[src/common/bidc_pkg.sv]
/*
  Shared constants for the byte instruction decode core: quarter timing,
  opcode slices, register offsets, field positions and reset values.
  Assumes it is compiled before every rtl/ file.
*/
package bidc_pkg;
  // Widths
  localparam int unsigned PC_W    = 20;
  localparam int unsigned DADDR_W = 12;
  localparam int unsigned PTR_W   = 12;
  localparam int unsigned BUS_AW  = 8;
  localparam int unsigned PTR_N   = 3;

  // Quarter counter: one instruction cycle is four oscillator periods
  localparam logic [1:0] Q_DECODE = 2'h0;
  localparam logic [1:0] Q_READ   = 2'h1;
  localparam logic [1:0] Q_LAST   = 2'h3;
  localparam logic [1:0] Q_STEP   = 2'h1;

  // Opcode slices
  localparam logic [15:0] OP_DAW     = 16'h0007;
  localparam logic [5:0]  OP_DEC6    = 6'h01;
  localparam logic [14:0] OP_RET15   = 15'h0009;
  localparam logic [12:0] OP_TBL13   = 13'h0001;
  localparam logic [7:0]  OP_MOVL8   = 8'h0E;
  localparam logic [3:0]  OP_BSET4   = 4'h8;
  localparam logic [3:0]  OP_BCLR4   = 4'h9;
  localparam logic [3:0]  OP_BTST4   = 4'hB;
  localparam logic [7:0]  OP_GOTO8   = 8'hEF;
  localparam logic [6:0]  OP_CALL7   = 7'h76;
  localparam logic [9:0]  OP_LPTR10  = 10'h3B8;
  localparam logic [3:0]  SECOND_NIB = 4'hF;

  // Field positions
  localparam int unsigned F_D     = 9;
  localparam int unsigned F_A     = 8;
  localparam int unsigned F_B_LO  = 9;
  localparam int unsigned F_S     = 0;
  localparam int unsigned F_TBLWR = 2;
  localparam int unsigned F_CALLS = 8;

  // Flag positions in the status register
  localparam int unsigned ST_C  = 0;
  localparam int unsigned ST_DC = 1;
  localparam int unsigned ST_Z  = 2;
  localparam int unsigned ST_OV = 3;
  localparam int unsigned ST_N  = 4;

  // Control register bits
  localparam int unsigned CTL_RUN  = 0;
  localparam int unsigned CTL_STEP = 1;

  localparam logic [3:0] ACCESS_BANK = 4'h0;

  // Register offsets
  localparam logic [7:0] REG_CTRL   = 8'h00;
  localparam logic [7:0] REG_WORK   = 8'h04;
  localparam logic [7:0] REG_STATUS = 8'h08;
  localparam logic [7:0] REG_BANK   = 8'h0C;
  localparam logic [7:0] REG_PC     = 8'h10;
  localparam logic [7:0] REG_PTR0   = 8'h14;
  localparam logic [7:0] REG_PTR1   = 8'h18;
  localparam logic [7:0] REG_PTR2   = 8'h1C;
  localparam logic [7:0] REG_RETPC  = 8'h20;
  localparam logic [7:0] REG_CYCLES = 8'h24;
  localparam logic [7:0] REG_INSTR  = 8'h28;

  // Reset values
  localparam logic [PC_W-1:0] PC_RST  = 20'h00000;
  localparam logic [15:0]     IR_RST  = 16'h0000;
  localparam logic            RUN_RST = 1'b0;

  typedef enum logic [1:0] {SLOT_NORMAL, SLOT_SECOND, SLOT_FLUSH} bidc_slot_e;
  typedef enum logic {ALU_DEC, ALU_DAW} bidc_aluop_e;
endpackage

[src/rtl/bidc_alu.sv]
/*
  Arithmetic for the decrement-file and decimal-adjust operations.
  Purely combinational; the core registers every result it keeps.
*/
`timescale 1ns/1ps
module bidc_alu
  import bidc_pkg::*;
(
  input  wire bidc_pkg::bidc_aluop_e op_i,
  input  wire logic [7:0]            a_i,
  input  wire logic                  c_i,
  input  wire logic                  dc_i,
  output logic [7:0]                 res_o,
  output logic                       c_o,
  output logic                       dc_o,
  output logic                       n_o,
  output logic                       ov_o,
  output logic                       z_o
);
  logic [8:0] lo_sum;
  logic [8:0] hi_sum;
  logic       lo_fix;
  logic       hi_fix;

  always_comb begin
    lo_fix = (a_i[3:0] > 4'h9) || dc_i;
    lo_sum = {1'b0, a_i} + (lo_fix ? 9'h006 : 9'h000);
    hi_fix = (lo_sum[7:4] > 4'h9) || c_i || lo_sum[8];
    hi_sum = {1'b0, lo_sum[7:0]} + (hi_fix ? 9'h060 : 9'h000);
    if (op_i == ALU_DAW) begin
      res_o = hi_sum[7:0];
      c_o   = hi_sum[8] | lo_sum[8] | c_i;
      dc_o  = dc_i;
      ov_o  = 1'b0;
    end else begin
      res_o = a_i - 8'h01;
      c_o   = (a_i != 8'h00);
      dc_o  = (a_i[3:0] != 4'h0);
      ov_o  = (a_i == 8'h80);
    end
    n_o = res_o[7];
    z_o = (res_o == 8'h00);
  end
endmodule

[src/rtl/bidc_core.sv]
/*
  Byte instruction decode core: fetches 16-bit words, decodes byte, bit,
  literal and control instructions and runs them on a four-quarter cycle.
  Assumes program memory answers prog_addr_o by quarter Q4 and data memory
  returns read data one clock after data_rd_o.
*/
// Chosen here: the address-and-strobe port and the address map.
// Summary of operation
// - Instructions are fetched as 16-bit words with opcode and operand fields
// - Exactly three instructions use two words; all others use one
// - Byte operations carry file number, destination select and access select
// - Destination zero writes working register; one writes the file register
// - Bit operations pick one bit of the addressed file register
// - Literal operations carry a constant and optionally a pointer select
// - Control operations decode address, call/return mode and table mode
// - Second word of a double-word instruction has top four bits set
// - A second word executed alone behaves as no-operation
// - One cycle per single word; taken test or jump adds a NOP cycle
// - Double-word instructions take two cycles; taken branches take three
// - Each instruction cycle spans four clock periods
// - Decimal adjust adds six to low nibble above nine or digit carry
// - Decimal adjust adds six to high nibble above nine or carry
// - Decrement file subtracts one and writes per destination select
`timescale 1ns/1ps
module bidc_core
  import bidc_pkg::*;
(
  input  wire logic                         core_clk_i,
  input  wire logic                         rst_n_i,
  input  wire logic                         ce_i,
  output logic [bidc_pkg::PC_W-1:0]         prog_addr_o,
  input  wire logic [15:0]                  prog_data_i,
  output logic [bidc_pkg::DADDR_W-1:0]      data_addr_o,
  output logic                              data_rd_o,
  output logic                              data_wr_o,
  output logic [7:0]                        data_wdata_o,
  input  wire logic [7:0]                   data_rdata_i,
  output logic                              tbl_req_o,
  output logic                              tbl_write_o,
  output logic [1:0]                        tbl_mode_o,
  output logic [1:0]                        quarter_o,
  input  wire logic [bidc_pkg::BUS_AW-1:0]  reg_addr_i,
  input  wire logic [31:0]                  reg_wdata_i,
  input  wire logic                         reg_wr_i,
  input  wire logic                         reg_rd_i,
  output logic [31:0]                       reg_rdata_o
);
  import bidc_pkg::*;

  logic [1:0]                quarter;
  logic [1:0]                next_quarter;
  bidc_slot_e                slot;
  bidc_slot_e                next_slot;
  logic [15:0]               ir;
  logic [15:0]               next_ir;
  logic [15:0]               first_word;
  logic [15:0]               next_first_word;
  logic [PC_W-1:0]           pc;
  logic [PC_W-1:0]           next_pc;
  logic [PC_W-1:0]           ret_pc;
  logic [PC_W-1:0]           next_ret_pc;
  logic [7:0]                working_register;
  logic [7:0]                next_working_register;
  logic [7:0]                working_register_shadow;
  logic [7:0]                next_working_register_shadow;
  logic [4:0]                flags;
  logic [4:0]                next_flags;
  logic [4:0]                flags_shadow;
  logic [4:0]                next_flags_shadow;
  logic [3:0]                bank;
  logic [3:0]                next_bank;
  logic [3:0]                bank_shadow;
  logic [3:0]                next_bank_shadow;
  logic [PTR_N-1:0][PTR_W-1:0] ptr;
  logic [PTR_N-1:0][PTR_W-1:0] next_ptr;
  logic                      run;
  logic                      next_run;
  logic                      step;
  logic                      next_step;
  logic [31:0]               cycles;
  logic [31:0]               next_cycles;
  logic [DADDR_W-1:0]        next_data_addr;
  logic                      next_data_rd;
  logic                      next_data_wr;
  logic [7:0]                next_data_wdata;
  logic                      next_tbl_req;
  logic                      next_tbl_write;
  logic [1:0]                next_tbl_mode;
  logic [31:0]               next_rdata;

  // Decode of the word in the instruction register and of the saved first word
  logic              is_daw;
  logic              is_dec;
  logic              is_ret;
  logic              is_tbl;
  logic              is_movl;
  logic              is_bset;
  logic              is_bclr;
  logic              is_btst;
  logic              is_goto;
  logic              is_call;
  logic              is_lptr;
  logic              is_two;
  logic              need_file;
  logic              second_ok;
  logic [7:0]        bit_mask;
  logic [DADDR_W-1:0] file_addr;
  logic [1:0]        ptr_sel;
  logic              running;

  assign is_daw    = (ir == OP_DAW);
  assign is_dec    = (ir[15:10] == OP_DEC6);
  assign is_ret    = (ir[15:1] == OP_RET15);
  assign is_tbl    = (ir[15:3] == OP_TBL13);
  assign is_movl   = (ir[15:8] == OP_MOVL8);
  assign is_bset   = (ir[15:12] == OP_BSET4);
  assign is_bclr   = (ir[15:12] == OP_BCLR4);
  assign is_btst   = (ir[15:12] == OP_BTST4);
  assign is_goto   = (first_word[15:8] == OP_GOTO8);
  assign is_call   = (first_word[15:9] == OP_CALL7);
  assign is_lptr   = (first_word[15:6] == OP_LPTR10);
  assign is_two    = (ir[15:8] == OP_GOTO8) || (ir[15:9] == OP_CALL7)
                   || (ir[15:6] == OP_LPTR10);
  assign need_file = is_dec | is_bset | is_bclr | is_btst;
  assign second_ok = (ir[15:12] == SECOND_NIB);
  assign bit_mask  = 8'h01 << ir[F_B_LO +: 3];
  // Access select zero ignores the bank select register
  assign file_addr = {ir[F_A] ? bank : ACCESS_BANK, ir[7:0]};
  assign ptr_sel   = first_word[5:4];
  assign running   = run | step;

  bidc_aluop_e alu_op;
  logic [7:0]  alu_res;
  logic        alu_c;
  logic        alu_dc;
  logic        alu_n;
  logic        alu_ov;
  logic        alu_z;

  assign alu_op = is_daw ? ALU_DAW : ALU_DEC;

  bidc_alu u_alu (
    .op_i  (alu_op),
    .a_i   (is_daw ? working_register : data_rdata_i),
    .c_i   (flags[ST_C]),
    .dc_i  (flags[ST_DC]),
    .res_o (alu_res),
    .c_o   (alu_c),
    .dc_o  (alu_dc),
    .n_o   (alu_n),
    .ov_o  (alu_ov),
    .z_o   (alu_z)
  );

  always_comb begin
    next_quarter      = quarter;
    next_slot         = slot;
    next_ir           = ir;
    next_first_word   = first_word;
    next_pc           = pc;
    next_ret_pc       = ret_pc;
    next_working_register         = working_register;
    next_working_register_shadow  = working_register_shadow;
    next_flags        = flags;
    next_flags_shadow = flags_shadow;
    next_bank         = bank;
    next_bank_shadow  = bank_shadow;
    next_ptr          = ptr;
    next_run          = run;
    next_step         = step;
    next_cycles       = cycles;
    next_data_addr    = data_addr_o;
    next_data_rd      = 1'b0;
    next_data_wr      = 1'b0;
    next_data_wdata   = data_wdata_o;
    next_tbl_req      = 1'b0;
    next_tbl_write    = tbl_write_o;
    next_tbl_mode     = tbl_mode_o;
    next_rdata        = 32'h0000_0000;

    if (running) begin
      next_quarter = quarter + Q_STEP;
      if (quarter == Q_READ && slot == SLOT_NORMAL && need_file) begin
        next_data_rd   = 1'b1;
        next_data_addr = file_addr;
      end
      if (quarter == Q_LAST) begin
        // Fetch the following word as this cycle ends
        next_ir     = prog_data_i;
        next_pc     = pc + 20'h00001;
        next_slot   = SLOT_NORMAL;
        next_cycles = cycles + 32'h0000_0001;
        next_step   = 1'b0;
        unique case (slot)
          // Unlisted words, a lone second word among them, run as NOP
          SLOT_NORMAL: begin
            if (is_daw) begin
              next_working_register        = alu_res;
              next_flags[ST_C] = alu_c;
            end else if (is_dec) begin
              if (ir[F_D]) begin
                next_data_wr    = 1'b1;
                next_data_wdata = alu_res;
              end else begin
                next_working_register = alu_res;
              end
              next_flags = {alu_n, alu_ov, alu_z, alu_dc, alu_c};
            end else if (is_bset || is_bclr) begin
              next_data_wr    = 1'b1;
              next_data_wdata = is_bset ? (data_rdata_i | bit_mask)
                                        : (data_rdata_i & ~bit_mask);
            end else if (is_btst) begin
              // A true test discards the next word as a NOP cycle
              if ((data_rdata_i & bit_mask) != 8'h00) begin
                next_slot = SLOT_FLUSH;
              end
            end else if (is_movl) begin
              next_working_register = ir[7:0];
            end else if (is_ret) begin
              next_pc   = ret_pc;
              next_slot = SLOT_FLUSH;
              if (ir[F_S]) begin
                next_working_register  = working_register_shadow;
                next_flags = flags_shadow;
                next_bank  = bank_shadow;
              end
            end else if (is_tbl) begin
              next_tbl_req   = 1'b1;
              next_tbl_mode  = ir[1:0];
              next_tbl_write = ir[F_TBLWR];
            end else if (is_two) begin
              next_first_word = ir;
              next_slot       = SLOT_SECOND;
            end
          end
          SLOT_SECOND: begin
            // A malformed second word makes the pair a NOP
            if (second_ok) begin
              if (is_goto || is_call) begin
                next_pc   = {first_word[7:0], ir[11:0]};
                next_slot = SLOT_FLUSH;
                if (is_call) begin
                  next_ret_pc = pc;
                  if (first_word[F_CALLS]) begin
                    next_working_register_shadow  = working_register;
                    next_flags_shadow = flags;
                    next_bank_shadow  = bank;
                  end
                end
              end else if (is_lptr && ptr_sel != 2'h3) begin
                next_ptr[ptr_sel] = {first_word[3:0], ir[7:0]};
              end
            end
          end
          // Word fetched behind a jump or true test runs as a NOP
          SLOT_FLUSH: begin
          end
        endcase
      end
    end

    // Software register writes take effect after the core's own update
    if (reg_wr_i) begin
      unique case (reg_addr_i)
        REG_CTRL: begin
          next_run  = reg_wdata_i[CTL_RUN];
          next_step = reg_wdata_i[CTL_STEP];
        end
        REG_WORK:   next_working_register  = reg_wdata_i[7:0];
        REG_STATUS: next_flags = reg_wdata_i[4:0];
        REG_BANK:   next_bank  = reg_wdata_i[3:0];
        default: begin
        end
      endcase
    end

    if (reg_rd_i) begin
      unique case (reg_addr_i)
        REG_CTRL:   next_rdata = {30'h0, step, run};
        REG_WORK:   next_rdata = {24'h0, working_register};
        REG_STATUS: next_rdata = {27'h0, flags};
        REG_BANK:   next_rdata = {28'h0, bank};
        REG_PC:     next_rdata = {12'h0, pc};
        REG_PTR0:   next_rdata = {20'h0, ptr[0]};
        REG_PTR1:   next_rdata = {20'h0, ptr[1]};
        REG_PTR2:   next_rdata = {20'h0, ptr[2]};
        REG_RETPC:  next_rdata = {12'h0, ret_pc};
        REG_CYCLES: next_rdata = cycles;
        REG_INSTR:  next_rdata = {12'h0, slot, quarter, ir};
        default:    next_rdata = 32'h0000_0000;
      endcase
    end
  end

  always_ff @(posedge core_clk_i) begin
    if (!rst_n_i) begin
      quarter      <= Q_DECODE;
      slot         <= SLOT_NORMAL;
      ir           <= IR_RST;
      first_word   <= IR_RST;
      pc           <= PC_RST;
      ret_pc       <= PC_RST;
      working_register         <= 8'h00;
      working_register_shadow  <= 8'h00;
      flags        <= 5'h00;
      flags_shadow <= 5'h00;
      bank         <= 4'h0;
      bank_shadow  <= 4'h0;
      ptr          <= '0;
      run          <= RUN_RST;
      step         <= 1'b0;
      cycles       <= 32'h0000_0000;
      data_addr_o  <= 12'h000;
      data_rd_o    <= 1'b0;
      data_wr_o    <= 1'b0;
      data_wdata_o <= 8'h00;
      tbl_req_o    <= 1'b0;
      tbl_write_o  <= 1'b0;
      tbl_mode_o   <= 2'h0;
      reg_rdata_o  <= 32'h0000_0000;
    end else if (ce_i) begin
      quarter      <= next_quarter;
      slot         <= next_slot;
      ir           <= next_ir;
      first_word   <= next_first_word;
      pc           <= next_pc;
      ret_pc       <= next_ret_pc;
      working_register         <= next_working_register;
      working_register_shadow  <= next_working_register_shadow;
      flags        <= next_flags;
      flags_shadow <= next_flags_shadow;
      bank         <= next_bank;
      bank_shadow  <= next_bank_shadow;
      ptr          <= next_ptr;
      run          <= next_run;
      step         <= next_step;
      cycles       <= next_cycles;
      data_addr_o  <= next_data_addr;
      data_rd_o    <= next_data_rd;
      data_wr_o    <= next_data_wr;
      data_wdata_o <= next_data_wdata;
      tbl_req_o    <= next_tbl_req;
      tbl_write_o  <= next_tbl_write;
      tbl_mode_o   <= next_tbl_mode;
      reg_rdata_o  <= next_rdata;
    end
  end

  assign prog_addr_o = pc;
  assign quarter_o   = quarter;
endmodule

[config.mk]
export PLATFORM = sky130hd
export DESIGN_NAME = bidc_core
export DESIGN_NICKNAME = d
export VERILOG_FILES = /design/src/common/bidc_pkg.sv /design/src/rtl/bidc_alu.sv /design/src/rtl/bidc_core.sv
export SDC_FILE = /design/constraint.sdc
export NUM_CORES = 1
export LEC_CHECK = 0
export BUFFER_PORTS_ARGS = -buffer_cell sky130_fd_sc_hd__buf_2
export CAP_MARGIN = 25
export CORE_MARGIN = 8
export CORE_UTILIZATION = 45
export DETAILED_ROUTE_END_ITERATION = 8
export PLACE_DENSITY = 0.66
export SETUP_SLACK_MARGIN = 0.5
export SLEW_MARGIN = 20
export SYNTH_ARGS = -nofsm -noshare
export SYNTH_HDL_FRONTEND = slang
export SYNTH_HIERARCHICAL = 1
export SYNTH_SLANG_ARGS = --single-unit
[constraint.sdc]
create_clock -name core_clk_i -period 12.4 [get_ports core_clk_i]
set_input_delay 2.48 -clock core_clk_i [delete_from_list [all_inputs] [get_ports core_clk_i]]
set_output_delay 2.48 -clock core_clk_i [all_outputs]
set_load 0.02 [all_outputs]
==> run metrics, run 1 <==
Critical Path RT=about 13 ns; Area after DPL=13390 sq um; Mapped Area=12640 sq um; Slew Viols, Final=0; Most used DFF post-synth=dfxtp_1; period utilization=57.06%; number of synthesized flops with an enable pin=0; run status=finished clean; min cycle time layout=7.075 ns; met3 Usage GRT=between 4 and 5%; maxcap violations=0; Clock Skew=0.02103 ns; worst reg2reg setup slack=5.32 ns; final wirelength=42260 microns; placed cells=~2.0k; Die Width=183.6 microns; I/O pins=149; Seq/Total Area, Yosys=between 30 and 40%; gr ovfl total=0; list of most frequent post-synthesis cells=nand2_1, dfxtp_1, a21oi_1, nor2_1, o21ai_0; Switching Fraction=approximately 23%; Synth Instances=1589; top cells by area, synth=dfxtp_1, nand2_1, mux2i_1; global placement routability congestion=just under 0.9; worst-margin pin slew=1.009 ns; pwr/cell area=114.9 nW/um^2; DRT iter0 DRCs=approximately 1.2k; core area=27710 sq um; FP Rows=61; FF-to-FF Start=ir[6]; Post-synth ARST share=0%; post-route cell area=14280 sq um; Hold Crit Endpoint=first_word[12]; clock insertion delay at the later pin of the skew report=0.54 ns; share of cells above drive strength 1=14.31%; Yosys top cell by area=dfxtp_1; Via-to-Cell Ratio=6.005; Die Area=between 30000 and 40000 sq um; Min-Delay Path Class=flip-flop to flip-flop; Avg Cell Area, Syn=7.955 sq um; Num CTS Buffers=27; IO buf count=124; Psw=about 370 uW; initial antenna violation count=0; final setup fails=0; sequential fraction of design power=a little under half; Post-CTS Setup Inserts=0; CTS tree=yes; CTS sink cnt=238; pin count of the biggest net entering global routing=74; Routed WL per cell=roughly 21 microns; hold bufs inserted after CTS=0; CTS Root Cell=clkbuf_16; worst r2r path cells=25; first-pass GRT wire length=66200 microns; Hold Fails Final Rpt=0; Worst VDD drop=roughly 0.084 mV; Post-CTS Resized=0; Synth cell types=92; crit start category=flip-flop; Chip Height=183.6 microns; Synth top area share=37.69%; Non-Filler Instances=slightly above 2k; HP Start=first_word[12]; # DRC=0; max frequency=~0.14 GHz; GRT met2 Usage=around two fifths; Max-slew headroom=32.76%; total chip power=1641 uW; setup TNS=0 ns; RSZ-0062 raised after global routing=no; Antenna Violating Nets Remaining=0; syn nets=1670; Starting Density=45.63%; CP Capture Type=flip-flop; YS warnings=6; met1 Use GR=33.13%; Crit Path Class=flip-flop to flip-flop; H-tree depth=1; Area Overhead vs Synth=12.98%; power share of the combinational group=under 10%; nets=1728; register bit total from synthesis=238; internal power=1270 uW; Fillers=~2.7k; clock share of power=about half; vias in the first global route=11.53k; DP HPWL=29090 microns; routed via count=between 10k and 15k; R2R Path End=flags[2]; gr usage total=between 20 and 25%; post-layout util=between 50% and 60%; Hold Crit Depth=2; LEAKAGE=0.005205 uW; Critical Path AT=7.53 ns; Clock Path Buffers=3; Most Crowded Layer GR=met2; drt first pass iters=5; CP Max Fanout=23; Worst-path clk slew=~0.06 ns; most common cell in the synthesized netlist=nand2_1
-- power by group through the flow --
stage	sequential [uW]	clock, uW	combinational (uW)
after floorplan	784	0	43.2
after global placement	783	0	68.5
after detailed placement	783	0	69.2
after CTS	767	810	69.5
after global routing	766	840	76.0
final	767	803	71.0
-- worst max path at each step --
stage | slack, ns | from | end | cells past startpoint
after floorplan | 5.81 | data_rdata_i[0] | flags[2] | 21
after global placement | 5.23 | data_rdata_i[0] | flags[2] | 22
after global routing | 4.94 | ir[6] | flags[2] | 25
after detailed placement | 5.15 | data_rdata_i[0] | flags[2] | 22
after CTS | 5.40 | ir[6] | flags[2] | 25
final | 5.32 | ir[6] | flags[2] | 25
-- cells by family (layout without fill, tap and decap cells) --
family,Yosys count,in the layout,synth area share (%)
other,0,2,0
adder cells (fa/ha/maj),12,12,1.247
XOR/XNOR,36,36,2.494
AO/OA/AOI/OAI,440,440,21.82
buffers and inverters,141,215,5.196
AND/OR/NAND/NOR,634,634,24.47
flip-flops,238,238,37.69
multiplexers,88,88,7.087
-- metrics by stage --
step	hold WS [ns]	setup WS, ns
after floorplan	0.4045	5.813
after global placement	0.4125	5.230
after detailed placement	0.4211	5.146
after CTS	0.4302	5.397
after global routing	0.4520	4.937
final	0.4283	5.325
-- state kept, by name, summed over array words and instances (netlist names), 12 cells and up --
signal and count:
cycles 32, data_addr_o 12, first_word 16, ir 16, prog_addr_o 20, ptr 36, reg_rdata_o 32, ret_pc 20
-- cell type report --
class	instances	area [sq um]	area share (%)
antenna	2	5.005	0.03504
clock buffer	40	804.5	5.633
clock inverter	5	75.07	0.5257
inverter	18	72.57	0.5081
multi-input combinational	1210	7248	50.75
sequential	238	4765	33.36
tap	378	473.0	3.312
timing repair buffer	152	838.3	5.870
-- worst max-delay path, cell delays in order, from the launching register on --
cell and delay, ns:
dfxtp_1 0.58, or4_4 0.68, or3_4 0.45, nor2_1 0.24, buf_4 0.31, mux2_2 0.43, inv_1 0.10, ha_1 0.26
nor2_1 0.07, o21ai_0 0.14, nand2b_1 0.13, ha_1 0.23, fa_1 0.42, and4_2 0.29, a41oi_1 0.30, nand2_1 0.13
ha_1 0.22, ha_1 0.27, or2b_2 0.28, o31a_2 0.16, or4b_1 0.56, a21oi_1 0.21, o21ai_0 0.12, o21ai_0 0.17
a21oi_1 0.07, o22ai_1 0.15
-- routing by layer --
metal	vias to the layer above	part of all wire, %
met5	-	0
met4	0	2.8
met3	77	8.2
met2	484	45
met1	5908	44
li1	5799	-
-- layout by cell type (no fill, tap or decap), types with 6 or more instances in the layout --
master       n
nand3_1     47
clkbuf_16   27
nor3_1      24
a21oi_1    151
and4_1       6
buf_4       26
clkbuf_8     8
ha_1        11
nor2_1     144
a22o_1      26
nor4_1      12
inv_1       17
mux2_2      11
mux2i_1     76
o22ai_1     16
a221o_1     11
and2_1      21
o21ai_0    111
or3_1       20
a211oi_1     8
xnor2_1     20
xor2_1      16
o221ai_1     6
a221oi_1    10
buf_2      124
dfxtp_1    238
nor2b_1     17
and3_1      16
nand2b_1    11
nand4_1     15
nand2_1    250
a22oi_1     43
a31oi_1     12
Power figures use the tool's default switching activity.
==> run 2: changes to the inputs <==
PLACE_DENSITY = 0.69   (was 0.66)
clock period = 6.2 ns   (was 12.4 ns; I/O delays follow)
==> run 2 against run 1 <==
  * Combinational power increased by 120%
  * Sequential power increased by 99%
  * Register-to-register slack got worse by 4.7 ns
  * Global-route usage increased by 0.12 points
  * Total power increased by 98%
  * Largest cell class unchanged
  * Highest routed layer unchanged
==> run metrics, run 2 (synthesized netlist as in run 1, its figures left out) <==
Worst VDD drop=0.1789 mV (was 0.08440 mV); Starting Density=45.63% (unchanged); Routed WL per cell=20.56 microns (was 20.69 microns); CP max-delay cell=or4_4 (unchanged); Top Registers=ptr x36, cycles x32, reg_rdata_o x32 (unchanged); Critical path origin=ir[14] (was ir[6]); Crit Path Class=flip-flop to flip-flop (unchanged); maxcap violations=0 (unchanged); CP Capture Type=flip-flop (unchanged); Max-slew headroom=32.41% (was 32.76%); core area=27710 sq um (unchanged); CP bufs+invs=1 (was 2); Slew Viols, Final=0 (unchanged); most frequent cells in the layout=nand2_1, dfxtp_1, a21oi_1, nor2_1, buf_2 (unchanged); Clock Skew=0.02394 ns (was 0.02103 ns); CTS tree=yes (unchanged); worst reg2reg setup slack=0.66 ns (was 5.32 ns); R2R Path End=working_register[7] (was flags[2]); final wirelength=42710 microns (was 42260 microns); Die Area=33710 sq um (unchanged); Worst-path clk slew=0.06 ns (about the same); drt first pass iters=5 (unchanged); FP Rows=61 (unchanged); most common cell after layout, fill and taps aside=nand2_1 (unchanged); worst path cell trace=or4_4, or3_4, nor2_4, mux2_4, inv_4, ha_2, nor2_1, o21ai_1, nand2b_1, ha_2, fa_2, and4_4, a221o_1, nand2_2, xor2_1, ha_1, or4_1, mux2_2, and2_2, a22o_1, a32oi_1, o21ai_0; worst-margin pin slew=1.014 ns (was 1.009 ns); most frequent CP cell=ha_2 (was ha_1); share of cells above drive strength 1=16.89% (was 14.31%); H-tree depth=1 (unchanged); pwr/cell area=222.7 nW/um^2 (was 114.9 nW/um^2); worst r2r path cells=22 (was 25); Hold Crit Depth=2 (unchanged); Critical Path AT=5.97 ns (was 7.53 ns); DRT iter0 DRCs=1129 (was 1208); Area after DPL=13530 sq um (was 13390 sq um); Worst path depth=22 (was 25); Chip Height=183.6 microns (unchanged); routed via count=12.52k (was 12.27k); FF-to-FF Start=ir[14] (was ir[6]); global placement routability congestion=0.9015 (was 0.8946); final setup fails=0 (unchanged); CTS sink cnt=238 (unchanged); initial antenna violation count=1 (was 0); LEAKAGE=0.005375 uW (was 0.005205 uW); CTS Root Cell=clkbuf_16 (unchanged); placed cells=2008 (was 1995); vias in the first global route=11.80k (was 11.53k); Critical Path RT=6.63 ns (was 12.86 ns); RSZ-0062 raised after global routing=no (unchanged); first-pass GRT wire length=66570 microns (was 66200 microns); clock insertion delay at the later pin of the skew report=0.55 ns (was 0.54 ns); post-route cell area=14610 sq um (was 14280 sq um); run status=finished clean (unchanged); DP HPWL=29060 microns (was 29090 microns); Area Overhead vs Synth=15.55% (was 12.98%); CP Capture Point=working_register[7] (was flags[2]); CP Max Fanout=5 (was 23); ant diodes=0 (was 2); Clock Path Buffers=3 (unchanged); crit start category=flip-flop (unchanged); Via-to-Cell Ratio=6.030 (was 6.005); max frequency=0.1805 GHz (was 0.1413 GHz); Die Width=183.6 microns (unchanged); I/O pins=149 (unchanged); Worst path max stage delay=0.55 ns (was 0.68 ns); Hold Fails Final Rpt=0 (unchanged); max reg flops=36 (unchanged); Min-Delay Path Class=flip-flop to flip-flop (unchanged); gr usage total=24.45% (was 24.33%); pin count of the biggest net entering global routing=74 (unchanged); gr ovfl total=0 (unchanged); # DRC=0 (unchanged); setup TNS=0 ns (unchanged); Non-Filler Instances=2077 (was 2043); Antenna Violating Nets Remaining=0 (unchanged); Num CTS Buffers=27 (unchanged); min cycle time layout=5.540 ns (was 7.075 ns); crit-path leading delay family=simple AND/OR/NAND/NOR gates (unchanged); nets=1759 (was 1728); IO buf count=124 (unchanged); Biggest register=ptr (unchanged); period utilization=89.36% (was 57.06%); hold bufs inserted after CTS=0 (unchanged)
-- run 2: cell types whose count changed in the layout (fill, tap and decap cells not counted), sizes merged --
cell      previous run  this run
buf                152       183
diode                2         0
clkinv               3         8
clkinvlp             0         1
clkbuf              40        38
inv                 18        19
-- run 2: worst min-delay path, cell delays in order, from the launching register on --
cell and delay [ns]:
dfxtp_1 0.31, nand2_1 0.05, nor2_1 0.03
-- run 2: how the worst min path moves through the flow --
| stage | from | endpoint | slack (ns) |
|---|---|---|---|
| 2_1_floorplan | first_word[12] | first_word[12] | 0.40 |
| 3_3_place_gp | first_word[12] | first_word[12] | 0.42 |
| 3_5_place_dp | first_word[12] | first_word[12] | 0.43 |
| 4_1_cts | first_word[12] | first_word[12] | 0.44 |
| 5_1_grt | first_word[12] | first_word[12] | 0.46 |
| 6_report | first_word[12] | first_word[12] | 0.44 |
-- run 2: final cells by class --
cell class / instances / area, sq um
clock buffers: 38 / 737.0
fillers: 2609 / 13100
multi-input cells: 1210 / 7370
well taps: 378 / 473.0
flip-flops and latches: 238 / 4766
inverters: 18 / 77.57
repair buffers: 183 / 1067
clock inverters: 12 / 116.4
-- run 2: stage by stage --
stage / util [%] / setup slack [ns] / hold WS, ns / total power, uW
3_5_place_dp: 48.85 / 0.1429 / 0.4281 / 1708
5_1_grt: 52.72 / 0.4233 / 0.4643 / 3346
6_report: 52.72 / 0.6597 / 0.4376 / 3253
3_3_place_gp: 48.78 / 0.2743 / 0.4189 / 1706
2_1_floorplan: - / 0.5014 / 0.4045 / 1656
4_1_cts: 52.12 / 0.5284 / 0.4360 / 3254
-- run 2: metal layers --
metal | GRT usage, % | wire length (microns) | vias up
li1 | - | - | 5869
met5 | 0 | 0 | -
met3 | 3.597 | 3507 | 132
met1 | 31.20 | 17560 | 5945
met2 | 40.02 | 19790 | 578
met4 | 11.81 | 1858 | 0
-- run 2: timing repair --
item	4_1_cts	5_1_grt
setup buffers	6	12
setup endpoints to repair	4	4
resized for setup	1	17
gates cloned	0	0
pin swaps	2	14
-- run 2: where the power goes --
group	internal, uW	switching (uW)
clock	911	654
sequential	1530	2.80
combinational	48.2	106
total	2490	763
==> run 3: changes to the inputs <==
SYNTH_HIERARCHICAL = default   (was 1)
==> run 3 against run 2 <==
  * Combinational power shrank 13%
  * Non-clock buffer count shrank 29
  * Setup slack gained 0.24 ns
  * Register-to-register slack gained 0.24 ns
  * Critical path type unchanged
  * Largest cell class unchanged
  * Highest routed layer unchanged
==> run metrics, run 3 <==
RSZ-0062 raised after global routing=no (unchanged); Routed WL per cell=21.31 microns (was 20.56 microns); global placement routability congestion=0.9253 (was 0.9015); clock insertion delay at the later pin of the skew report=0.54 ns (was 0.55 ns); worst r2r path cells=21 (was 22); setup TNS=0 ns (unchanged); core area=26730 sq um (was 27710 sq um); Slew Viols, Final=0 (unchanged); Area Overhead vs Synth=14.63% (was 15.55%); Critical Path RT=6.67 ns (was 6.63 ns); most common cell in the synthesized netlist=dfxtp_1 (was nand2_1); Most used DFF post-synth=dfxtp_1 (unchanged); FP Rows=60 (was 61); Clock Skew=0.009200 ns (was 0.02394 ns); gr usage total=24.55% (was 24.45%); final setup fails=0 (unchanged); IO buf count=124 (unchanged); share of cells above drive strength 1=14.82% (was 16.89%); Clock Path Buffers=3 (unchanged); Min-Delay Path Class=flip-flop to flip-flop (unchanged); run status=finished clean (unchanged); post-route cell area=13880 sq um (was 14610 sq um); first-pass GRT wire length=65040 microns (was 66570 microns); Synth cell types=72 (was 92); Worst-path clk slew=0.06 ns (about the same); LEAKAGE=0.005080 uW (was 0.005375 uW); worst path cell trace=nor4_4, and4_4, nand2_4, mux2i_1, inv_1, or2_2, a21o_1, ha_1, inv_1, fa_2, nor2_1, o21ai_0, o31ai_4, o311ai_0, o311ai_0, ha_1, ha_1, mux2i_2, nand4b_1, or4_1, o21ai_0 (was or4_4, or3_4, nor2_4, mux2_4, inv_4, ha_2, nor2_1, o21ai_1, nand2b_1, ha_2, fa_2, and4_4, a221o_1, nand2_2, xor2_1, ha_1, or4_1, mux2_2, and2_2, a22o_1, a32oi_1, o21ai_0); period utilization=85.49% (was 89.36%); gr ovfl total=0 (unchanged); Biggest register=ptr (unchanged); Met3 Wirelength=4590 microns (was 3507 microns); Crit Path Class=flip-flop to flip-flop (unchanged); Die Width=180.1 microns (was 183.6 microns); Synth Instances=1547 (was 1589); number of synthesized flops with an enable pin=0 (unchanged); I/O pins=149 (unchanged); pin count of the biggest net entering global routing=123 (was 74); list of most frequent post-synthesis cells=dfxtp_1, nand2_1, nor2_1, a21oi_1, clkbuf_1 (was nand2_1, dfxtp_1, a21oi_1, nor2_1, o21ai_0); crit start category=flip-flop (unchanged); nets=1685 (was 1759); Antenna Violating Nets Remaining=0 (unchanged); maxcap violations=0 (unchanged); CP Capture Type=flip-flop (unchanged); Hold WS=0.4524 ns (was 0.4376 ns); Fillers=2563 (was 2609); drt first pass iters=7 (was 5); vias in the first global route=11.33k (was 11.80k); Num CTS Buffers=27 (unchanged); top cells by area, synth=dfxtp_1, a21oi_1, nand2_1 (was dfxtp_1, nand2_1, mux2i_1); total chip power=3281 uW (was 3253 uW); Via-to-Cell Ratio=6.165 (was 6.030); Area after DPL=12950 sq um (was 13530 sq um); routed via count=12.13k (was 12.52k); Post-synth ARST share=0% (unchanged); hold bufs inserted after CTS=0 (unchanged); Critical Path AT=5.77 ns (was 5.97 ns); CTS tree=yes (unchanged); Yosys top cell by area=dfxtp_1 (unchanged); H-tree depth=1 (unchanged); M1 wire length=17850 microns (was 17560 microns); CP Max Fanout=8 (was 5); Starting Density=45.32% (was 45.63%); # DRC=0 (unchanged); top layer reached by signal wires=met4 (unchanged); Top Registers=ptr x36, cycles x32, reg_rdata_o x32 (unchanged); final wirelength=41920 microns (was 42710 microns); CP max-delay cell=or4_1 (was or4_4); pwr/cell area=236.4 nW/um^2 (was 222.7 nW/um^2); Synth top area share=39.34% (was 37.69%); most common cell after layout, fill and taps aside=dfxtp_1 (was nand2_1); initial antenna violation count=0 (was 1); Hold Fails Final Rpt=0 (unchanged); metal2 WL=17880 microns (was 19790 microns); Avg Cell Area, Syn=7.829 sq um (was 7.955 sq um); Mapped Area=12110 sq um (was 12640 sq um); DP HPWL=28950 microns (was 29060 microns); syn nets=1625 (was 1670); min cycle time layout=5.300 ns (was 5.540 ns); CTS Root Cell=clkbuf_16 (unchanged); ant diodes=0 (unchanged); register bit total from synthesis=238 (unchanged); Hold Crit Depth=2 (unchanged); Seq/Total Area, Yosys=39.34% (was 37.69%); CTS sink cnt=238 (unchanged); Max-slew headroom=25.43% (was 32.41%); worst-margin pin slew=1.115 ns (was 1.014 ns); most frequent CP cell=ha_1 (was ha_2); YS warnings=0 (was 6); Worst VDD drop=0.2071 mV (was 0.1789 mV); DRT iter0 DRCs=1458 (was 1129); Worst path max stage delay=0.43 ns (was 0.55 ns); max frequency=0.1887 GHz (was 0.1805 GHz); Die Area=32420 sq um (was 33710 sq um); max reg flops=36 (unchanged); most frequent cells in the layout=dfxtp_1, nand2_1, a21oi_1, nor2_1, buf_2 (was nand2_1, dfxtp_1, a21oi_1, nor2_1, buf_2); Chip Height=180.1 microns (was 183.6 microns)
[run 3: final timing paths]
check | start | end | slack [ns]
max | ir[14] | flags[2] | 0.90
min | data_addr_o[11] | data_addr_o[11] | 0.45
max reg2reg | ir[14] | flags[2] | 0.90
min reg2reg | data_addr_o[11] | data_addr_o[11] | 0.45
[run 3: metrics by stage]
| stage | instances | setup WS (ns) | util [%] |
|---|---|---|---|
| after global routing | 1967 | 0.5124 | 51.95 |
| after detailed placement | 1918 | 0.7112 | 48.44 |
| after global placement | 1915 | 0.7505 | 48.34 |
| final | 1967 | 0.8999 | 51.95 |
| after CTS | 1966 | 0.7632 | 51.84 |
| after floorplan | 1547 | 1.292 | - |
[run 3: metal layers]
layer	vias to the layer above	track usage, %
li1	5671	-
met1	5664	32.84
met2	674	37.48
met3	118	6.069
met4	0	9.689
met5	-	0
[run 3: power by group]
group	internal, uW	switching [uW]	total [uW]	leakage (uW)
clock	972	642	1610	0.000449
sequential	1530	4.02	1530	0.00192
combinational	41.5	92.1	134	0.00271
[run 3: cells by family after synthesis]
group | Yosys count | share of synthesized area, %
AO/OA/AOI/OAI | 458 | 24.61
XOR/XNOR | 39 | 2.820
adder cells (fa/ha/maj) | 9 | 0.9918
buffers and inverters | 149 | 4.804
flip-flops | 238 | 39.34
multiplexers | 64 | 5.589
AND/OR/NAND/NOR | 590 | 21.85
[run 3: area by class of cell]
class	count	area, sq um	area share (%)
Multi-Input combinational cell	1160	6810	49.05
Clock buffer	42	842.1	6.065
Inverter	26	102.6	0.7390
Timing Repair Buffer	154	869.6	6.264
Sequential cell	238	4765	34.32
Tap cell	341	426.7	3.073
Clock inverter	6	67.56	0.4867
[run 3: critical path, delay by kind of cell (launching register included)]
kind | cells | cell delay [ns]
simple gates | 7 | 1.83
buf+inv | 2 | 0.17
compound gates | 6 | 1.19
flops | 1 | 0.39
fa+ha+maj | 4 | 1.11
mux | 2 | 0.55
[run 3: timing repair]
| item | CTS | global route |
|---|---|---|
| setup endpoints to repair | 0 | 2 |
| gates resized for setup | 0 | 5 |
| buffers inserted | 0 | 0 |
